**config.mk**
```make
export PLATFORM = sky130hd
export DESIGN_NAME = error_queue_status_reporter
export DESIGN_NICKNAME = d
export VERILOG_FILES = /design/src/rtl/error_queue_pkg.sv /design/src/rtl/error_class_decode.sv /design/src/rtl/error_queue_status_reporter.sv
export SDC_FILE = /design/constraint.sdc
export NUM_CORES = 1
export LEC_CHECK = 0
export BUFFER_PORTS_ARGS = -buffer_cell sky130_fd_sc_hd__buf_2
export CORE_ASPECT_RATIO = 0.8
export CORE_MARGIN = 2
export CORE_UTILIZATION = 55
export DETAILED_ROUTE_END_ITERATION = 12
export PLACE_DENSITY_LB_ADDON = 0.1
export SLEW_MARGIN = 20
export SYNTH_ARGS = -nofsm -noshare
export SYNTH_HDL_FRONTEND = slang
export SYNTH_SLANG_ARGS = --single-unit
```
**constraint.sdc**
```tcl
create_clock -name mclk -period 7 [get_ports mclk]
set_input_delay 1.4 -clock mclk [delete_from_list [all_inputs] [get_ports mclk]]
set_output_delay 1.4 -clock mclk [all_outputs]
set_load 0.02 [all_outputs]
```
**src/rtl/error_queue_pkg.sv**
```systemverilog
// error queue package: error codes, class ranges, status bit positions
// assumes a single clock domain and signed 16-bit error codes
package error_queue_pkg;
  localparam int              CODE_W         = 16;
  localparam int              DEPTH_DEFAULT  = 8;
  localparam logic [15:0]     CODE_NONE      = 16'h0000;
  localparam logic [15:0]     CODE_OVERFLOW  = 16'hFEA2; // -350
  localparam logic [15:0]     CODE_GET       = 16'hFF97; // -105
  localparam logic [15:0]     CODE_SUFFIX    = 16'hFF8E; // -114
  localparam logic [15:0]     CODE_NUMERIC   = 16'hFF88; // -120
  localparam logic [15:0]     CODE_EXPONENT  = 16'hFF85; // -123
  localparam logic [15:0]     CODE_STRING    = 16'hFF69; // -151
  localparam logic [15:0]     CODE_PROTECTED = 16'hFF35; // -203
  localparam logic [15:0]     CODE_PARAM     = 16'hFF24; // -220
  localparam logic [15:0]     CODE_CONFLICT  = 16'hFF23; // -221
  localparam logic [15:0]     CODE_HW_ERROR  = 16'hFF10; // -240
  localparam logic [15:0]     CODE_HW_MISS   = 16'hFF0F; // -241
  localparam logic [15:0]     CODE_PROG_NAME = 16'hFEE6; // -282
  localparam logic [15:0]     CODE_PROG_RUN  = 16'hFEE4; // -284
  localparam logic [15:0]     CODE_PROG_SYN  = 16'hFEE3; // -285
  localparam logic [15:0]     CODE_MEM_USE   = 16'hFEDE; // -290
  localparam int              CMD_LO         = -199;
  localparam int              CMD_HI         = -100;
  localparam int              EXE_LO         = -299;
  localparam int              EXE_HI         = -200;
  localparam int              DEV_LO         = -399;
  localparam int              DEV_HI         = -300;
  localparam int              QRY_LO         = -499;
  localparam int              QRY_HI         = -400;
  localparam int              DEV_POS_LO     = 1;
  localparam int              EXP_LIMIT      = 32000;
  localparam int              BIT_QUERY      = 2;
  localparam int              BIT_DEVICE     = 3;
  localparam int              BIT_EXEC       = 4;
  localparam int              BIT_CMD        = 5;
  localparam int              EVENT_W        = 8;
  localparam int              NUM_SRC        = 14;
  localparam logic [NUM_SRC*16-1:0] SRC_CODES = {
    CODE_MEM_USE, CODE_PROG_SYN, CODE_PARAM, CODE_PROG_RUN, CODE_PROG_NAME,
    CODE_HW_MISS, CODE_HW_ERROR, CODE_CONFLICT, CODE_PROTECTED, CODE_STRING,
    CODE_NUMERIC, CODE_EXPONENT, CODE_SUFFIX, CODE_GET};
endpackage : error_queue_pkg

```
**src/rtl/error_class_decode.sv**
```systemverilog
// error class decoder: maps a signed error code to event status bits
// assumes codes are two's complement, CODE_W wide
`timescale 1ns/1ps
module error_class_decode
  import error_queue_pkg::*;
(
  input  wire logic [CODE_W-1:0]  code,
  input  wire logic               valid,
  output logic      [EVENT_W-1:0] class_bits
);
  int value;
  always_comb begin
    value      = int'($signed(code));
    class_bits = '0;
    if (valid) begin
      class_bits[BIT_CMD]    = (value >= CMD_LO) && (value <= CMD_HI);
      class_bits[BIT_EXEC]   = (value >= EXE_LO) && (value <= EXE_HI);
      class_bits[BIT_DEVICE] = ((value >= DEV_LO) && (value <= DEV_HI)) || (value >= DEV_POS_LO);
      class_bits[BIT_QUERY]  = (value >= QRY_LO) && (value <= QRY_HI);
    end
  end
endmodule : error_class_decode

```
**src/rtl/error_queue_status_reporter.sv**
```systemverilog
// error queue with class reporting toward the event status register
// assumes sources pulse once per detected error, host pulses query and clear
//
// What this block does
// queue error codes, read back in order
// full queue: newest entry becomes overflow code
// empty queue answers zero
// clear-status or reading last entry empties queue
// codes -199..-100 set event bit 5
// codes -299..-200 set event bit 4
// execution checks only after rounding, evaluation; only R11-R13 sources wait for eval_done
// queue trigger-in-message and suffix-range codes
// queue exponent code when exponent exceeds 32000
// queue numeric-data and invalid-string codes
// queue command-protected code for disabled commands
// queue setting-conflict code for conflicting state
// queue hardware-error and hardware-missing codes
// queue illegal-program-name code
// queue program-running code while program runs
// queue parameter, program-syntax, memory-use codes
// device-specific codes set event bit 3
// codes -499..-400 set event bit 2
// queue depth is a parameter
`timescale 1ns/1ps
module error_queue_status_reporter
  import error_queue_pkg::*;
#(
  parameter int DEPTH = DEPTH_DEFAULT
)(
  input  wire logic                 mclk,
  input  wire logic                 resetn,
  input  wire logic                 trigger_in_message,
  input  wire logic                 suffix_out_of_range,
  input  wire logic                 numeric_malformed,
  input  wire logic                 exponent_valid,
  input  wire logic [31:0]          exponent_value,
  input  wire logic                 string_invalid,
  input  wire logic                 eval_done,
  input  wire logic                 command_disabled,
  input  wire logic                 setting_conflict,
  input  wire logic                 hardware_fault,
  input  wire logic                 hardware_missing,
  input  wire logic                 program_name_bad,
  input  wire logic                 program_running_op,
  input  wire logic                 program_data_bad,
  input  wire logic                 program_syntax_bad,
  input  wire logic                 memory_use_bad,
  input  wire logic                 other_error,
  input  wire logic [CODE_W-1:0]    other_code,
  input  wire logic                 error_query,
  input  wire logic                 clear_status,
  output logic                      answer_valid,
  output logic      [CODE_W-1:0]    answer_code,
  output logic      [EVENT_W-1:0]   event_set,
  output logic      [$clog2(DEPTH+1)-1:0] queue_count
);
  localparam int PW = (DEPTH > 1) ? $clog2(DEPTH) : 1;
  localparam int CW = $clog2(DEPTH + 1);

  if (DEPTH < 2) begin : g_depth_check
    $error("depth must be at least 2");
  end

  typedef struct packed {
    logic [DEPTH-1:0][CODE_W-1:0] mem;
    logic [PW-1:0]                rd_ptr;
    logic [PW-1:0]                wr_ptr;
    logic [CW-1:0]                count;
    logic                         ans_valid;
    logic [CODE_W-1:0]            ans_code;
    logic [EVENT_W-1:0]           events;
  } state_type;

  state_type state;
  state_type next_state;

  function automatic logic [PW-1:0] ptr_inc(input logic [PW-1:0] p);
    ptr_inc = (int'(p) == DEPTH - 1) ? '0 : PW'(int'(p) + 1);
  endfunction : ptr_inc

  // pick lowest-numbered pending source; one error queued per cycle
  logic [NUM_SRC-1:0] src_req;
  logic               exp_big;
  logic               push;
  logic [CODE_W-1:0]  push_code;
  logic [EVENT_W-1:0] push_class;

  always_comb begin
    exp_big = exponent_valid && (($signed(exponent_value) > EXP_LIMIT) ||
                                 ($signed(exponent_value) < -EXP_LIMIT));
    src_req = {memory_use_bad, program_syntax_bad, program_data_bad,
               program_running_op, program_name_bad,
               hardware_missing && eval_done, hardware_fault && eval_done,
               setting_conflict && eval_done, command_disabled && eval_done,
               string_invalid, numeric_malformed, exp_big,
               suffix_out_of_range, trigger_in_message};
    push      = 1'b0;
    push_code = CODE_NONE;
    for (int i = NUM_SRC - 1; i >= 0; i--) begin
      if (src_req[i]) begin
        push      = 1'b1;
        push_code = SRC_CODES[i*16 +: 16];
      end
    end
    if (!push && other_error) begin
      push      = 1'b1;
      push_code = other_code;
    end
  end

  error_class_decode u_class (
    .code       (push_code),
    .valid      (push),
    .class_bits (push_class)
  );

  // any higher-priority source pending, per source
  wire [NUM_SRC-1:0] src_lower;

  assign src_lower[0] = 1'b0;

  for (genvar g = 1; g < NUM_SRC; g++) begin : g_lower
    assign src_lower[g] = src_lower[g-1] | src_req[g-1];
  end

  logic [PW-1:0] newest;

  always_comb begin
    next_state           = state;
    next_state.ans_valid = 1'b0;
    next_state.events    = clear_status ? '0 : push_class;
    newest               = (state.wr_ptr == '0) ? PW'(DEPTH - 1) : PW'(int'(state.wr_ptr) - 1);
    if (clear_status) begin
      next_state.rd_ptr = '0;
      next_state.wr_ptr = '0;
      next_state.count  = '0;
    end else begin
      if (error_query) begin
        next_state.ans_valid = 1'b1;
        if (state.count == '0) begin
          next_state.ans_code = CODE_NONE;
        end else begin
          next_state.ans_code = state.mem[state.rd_ptr];
          next_state.rd_ptr   = ptr_inc(state.rd_ptr);
          next_state.count    = state.count - CW'(1);
          if (state.count == CW'(1)) begin
            next_state.rd_ptr = '0;
            next_state.wr_ptr = '0;
          end
        end
      end
      if (push) begin
        if (state.count == CW'(DEPTH) && !error_query) begin
          next_state.mem[newest] = CODE_OVERFLOW;
        end else if (state.count == CW'(1) && error_query) begin
          next_state.mem[0]  = push_code;
          next_state.rd_ptr  = '0;
          next_state.wr_ptr  = ptr_inc('0);
          next_state.count   = CW'(1);
        end else begin
          next_state.mem[next_state.wr_ptr] = push_code;
          next_state.wr_ptr = ptr_inc(next_state.wr_ptr);
          next_state.count  = next_state.count + CW'(1);
        end
      end
    end
  end

  always_ff @(posedge mclk or negedge resetn) begin
    if (!resetn) begin
      state <= '0;
    end else begin
      state <= next_state;
    end
  end

  assign answer_valid = state.ans_valid;
  assign answer_code  = state.ans_code;
  assign event_set    = state.events;
  assign queue_count  = state.count;
endmodule : error_queue_status_reporter

```
## Yosys cells after proc, flatten, opt, wreduce, memory -nomap -nowiden

Index checks and enable logic that the tools add are counted.
W data, S select, Z words.

- Bits in registers: 161
- Latch bits: 0
- Memory bits (writable): 0
- Memory bits (read-only): 0
- Bits of input ports: 68
- Output and inout port bits: 29
- Word-level logic and storage cells: 124
- Memories: 0

- Add/sub/neg operators: 5
- $mul: 0
- Divide/modulo/power cells: 0
- $lt $le $gt $ge: 16
- Eq/ne operators: 5
- Shift operators: 0
- Multiplexer cells: 56
- Bitwise logic cells: 4
- Reductions and logical operators: 24

Operators with widths:

| operator | count |
|---|---|
| $mux W16 | 20 |
| $bwmux W128 | 1 |
| $mux W128 | 1 |
| $mux W112 | 1 |
| $demux W16 S3 | 2 |
| $or A80 B80 Y80 | 1 |
| $mux W27 | 2 |
| $and A48 B48 Y48 | 1 |
| $bmux W16 S3 | 1 |
| $ge A16 B10 Y1 const B | 3 |
| $not A48 Y48 | 1 |
| $mux W10 | 4 |
| $gt A32 B16 Y1 const B | 1 |
| $le A16 B10 Y1 const B | 2 |
| $lt A32 B16 Y1 const B | 1 |
| $mux W17 | 1 |
| $ge A16 B2 Y1 const B | 1 |
| $ge A16 B9 Y1 const B | 1 |
| $le A16 B8 Y1 const B | 1 |
| $le A16 B9 Y1 const B | 1 |
| $mux W1 | 15 |
| $logic_and A1 B1 Y1 | 14 |
| $lt A3 B4 Y1 const B | 3 |
| $mux W3 | 4 |
| 20 further kinds | 27 |

## Depth between registers and ports, before layout

- Depth after elaboration: 22
- Mapped depth: 12
- Depth with buffers taken out: 11

## Hierarchy

From an unflattened synthesis, not the netlist that was laid out.

- Cell total of the unflattened synthesis: 908
- Area, all modules: 9228.9 µm²

By module, submodules not included:

| module | instances | cells an instance | area an instance (µm²) | sequential area each (µm²) |
|---|---|---|---|---|
| error_queue_status_reporter | 1 | 862 | 8926.1 | 4078.9 |
| error_class_decode | 1 | 46 | 302.8 | 0.0 |

## Worst setup path after synthesis

No wires, ideal clock.

- Kind: in2reg
- Start: input port exponent_value[22]
- End: register state (netlist bit event_set[3])
- Setup time: 122 ps
- Arrival time: 3448 ps
- Required time: 6878 ps
- Path slack: 3431 ps
- Stages on the path: 8
- Cells stage by stage: nand4_1 > or3_4 > o31ai_4 > nor2_2 > a2111oi_4 > nand4_2 > or4_1 > a32o_1

RTL lines:

| item | line | source |
|---|---|---|
| from (decl) | error_queue_status_reporter.sv:36 | `input wire logic [31:0] exponent_value,` |
| to (signal assigned) | error_queue_status_reporter.sv:173 | `state <= next_state;` |
| to (decl) | error_queue_status_reporter.sv:74 | `state_type state;` |

==> flow_metrics.tcl <==
set metrics [dict create \
    status "finished clean" \
    remaining_drc_errors 0 \
    die_area_um2 17800 \
    die_y_um 120 \
    rsz0062_at_grt "false" \
    synth_top_family_by_area "compound AO/OA/AOI/OAI gates" \
    syn-cell-area_um2 9200 \
    worst_pin_slew_ns 1.17 \
    clk_pin_slew_ns 0.06 \
    grt_pass1_vias 7660 \
    drt_iter0_drc 942 \
    cp-start-kind "primary input" \
    rows 42 \
    nFillCells 1374 \
    synth_top_area_share 0.433 \
    avgSynthCellArea_um2 9.32 \
    cts_setup_buffers 0 \
    ys_seq_area_frac 0.433 \
    first_pass_iters 5 \
    ys_seq_elements 159 \
    path_class "primary input to flip-flop" \
    hold_start "answer_code[14]$_DFFE_PN0P_" \
    syn_inst 987 \
    end_kind "flip-flop" \
    nNetsFinal 1101 \
    diodes 0 \
    ir_drop_v 0.000205 \
    multi_input_area_um2 4740 \
    finalMaxSlewViolations 0 \
    yosys.area_share.simple 0.160 \
    globalplace.congestion 0.887 \
    hold_class "flip-flop to flip-flop" \
    ys_warn_count 0 \
    netlist_top_cells_area "dfrtp_1, mux4_2, a21oi_1" \
    reg2reg_depth 9 \
    synth-compound-area-share 0.237 \
    crit_required_ns 7.32 \
    clk_latency_ns 0.44 \
    clockBufferDepth 2 \
    finalCritPeriodShare 0.596 \
    grt_pass1_wl_um 43400 \
    final_area_um2 10200 \
    critPathArrivalTime_ns 4.49 \
    hold_viol_final 0 \
    tritoncts "yes" \
    fmax_mhz 240 \
    cp_cell_sequence "buf_2 > nor3_2 > nand3_1 > or4_1 > a32oi_1 > o41ai_1 > a2111oi_2 > o32ai_1 > a32o_1" \
    io_pins 97 \
    via_count 8230 \
    slew_headroom 0.209 \
    cpPeakStageDelay_ns 0.82 \
    ctsRootBufferMaster "clkbuf_16" \
    synth_edf_count 0 \
    wl_per_cell_um 21.8 \
    ys.flop_type "dfrtp_1" \
    synth_most_common_cell "dfrtp_1" \
    cp_slowest_cell "a32oi_1" \
    yosysTopAreaCell "dfrtp_1" \
    grt_start_max_net_pins 103 \
    finalSetupTns_ns 0 \
    dp_hpwl_um 18700 \
    synth_commonest_cells "dfrtp_1, a21oi_1, nand2_1" \
    ant_nets 0 \
    p_leak_nw 4.36 \
    drt_wl_total_um 27400 \
    grt_overflow 0 \
    yosysUniqueCellTypes 77 \
    initial_core_util 0.559 \
    r2r_setup_slack_ns 3.46 \
    setup_viol 0 \
    synth_fa_ha_area_frac 0.0122 \
    min_path_cells 2 \
    clock_sinks 159 \
    grt_usage 0.320 \
    stdcell_count 1257 \
    fin_crit_ns 4.17 \
    crit_path_start "program_data_bad" \
    h-tree-depth 4 \
    drv_cap 0 \
    viasPerCell 6.55 \
    cp_max_fo 11 \
    ctsResizeCount 0 \
    die_w_um 149 \
    synth_mux_area_frac 0.0980 \
    antenna_found_initial 0 \
    dpl_cell_area_um2 9600 \
    layout-drive-gt1-share 0.182 \
    synth_xor_area_frac 0.00191 \
    register_area_um2 3980 \
    dpl.cell_count 1225 \
    power_density_nw_per_um2 368 \
    synthArstFlopShare 1.00 \
    hold_slack_ns 0.469 \
    numCtsBuffers 17 \
    rr_startpoint "queue_count[1]$_DFF_PN0_" \
    core_area_um2 16400 \
    cts_hold_buf 0 \
    syn2layout_area_growth_pct 10.9 \
    port_buffers 92 \
    skew_ns 0.0115 \
]
[report_power, final]
part	internal (mW)	leakage, nW	total, mW	switching [mW]
Clock	0.555	0.285	0.937	0.382
Combinational	0.564	2.01	1.42	0.853
Sequential	1.21	2.06	1.40	0.189
[flip-flops by register name, summed over array words and instances, names as in the netlist]
name          flops
answer_code      16
answer_valid      1
event_set         4
queue_count       4
state           134
[layout by cell type (no fill, tap or decap), types with 13 or more instances in the layout]
cell | Yosys | routed
buf_2 | 10 | 91
dfrtp_1 | 159 | 158
nor3_1 | 15 | 13
nand3_1 | 21 | 21
clkbuf_16 | 0 | 17
mux2i_1 | 18 | 18
nor2_1 | 64 | 64
mux4_2 | 32 | 32
a22o_1 | 33 | 33
o21ai_0 | 87 | 87
inv_1 | 16 | 16
a21oi_1 | 143 | 143
o22ai_1 | 20 | 20
nand2_1 | 132 | 132
[worst max-delay path, delay by kind of cell]
family	cells	cell delay (ns)
simple gates	3	1.01
compound gates	5	1.95
buf+inv	1	0.13
[cells by family after synthesis]
group,count (synthesis)
buf+inv,105
flops,159
fa+ha+maj,9
simple gates,307
compound gates,354
xor+xnor,2
mux,50
other cells,1
[stage by stage]
step                      worst slack [ns]  power, mW  utilization
after global placement                2.59       2.75        0.583
after CTS                             2.95       3.72        0.619
after global routing                  2.66       3.97        0.620
after detailed placement              2.52       2.78        0.583
final                                 2.83       3.75        0.620
after floorplan                       3.43       2.42            -
[worst paths after layout]
check,to
worst max-delay path,event_set[3]$_DFF_PN0_
worst min-delay path,answer_code[14]$_DFFE_PN0P_
worst max register to register,state[128]$_DFFE_PN0P_
worst min register to register,answer_code[14]$_DFFE_PN0P_
max in group asynchronous,state[32]$_DFF_PN0_
min in group asynchronous,state[115]$_DFFE_PN0P_
[per-layer routing]
metal  vias to the layer above  track usage  share of wire
met1                      4004        0.482           0.45
met5                         -            0              0
met4                         0        0.104          0.025
met3                        55        0.102           0.12
met2                       471        0.436           0.41
li1                       3700            -              -
[final cells by class]
| type | instances | share of cell area |
|---|---|---|
| Multi-Input combinational cell | 726 | 0.465 |
| Sequential cell | 159 | 0.390 |
| Timing Repair Buffer | 104 | 0.0546 |
| Clock buffer | 24 | 0.0473 |
| Tap cell | 220 | 0.0270 |
| Clock inverter | 8 | 0.0102 |
| Inverter | 16 | 0.00589 |
No activity file was read; power rests on OpenSTA's default activity.
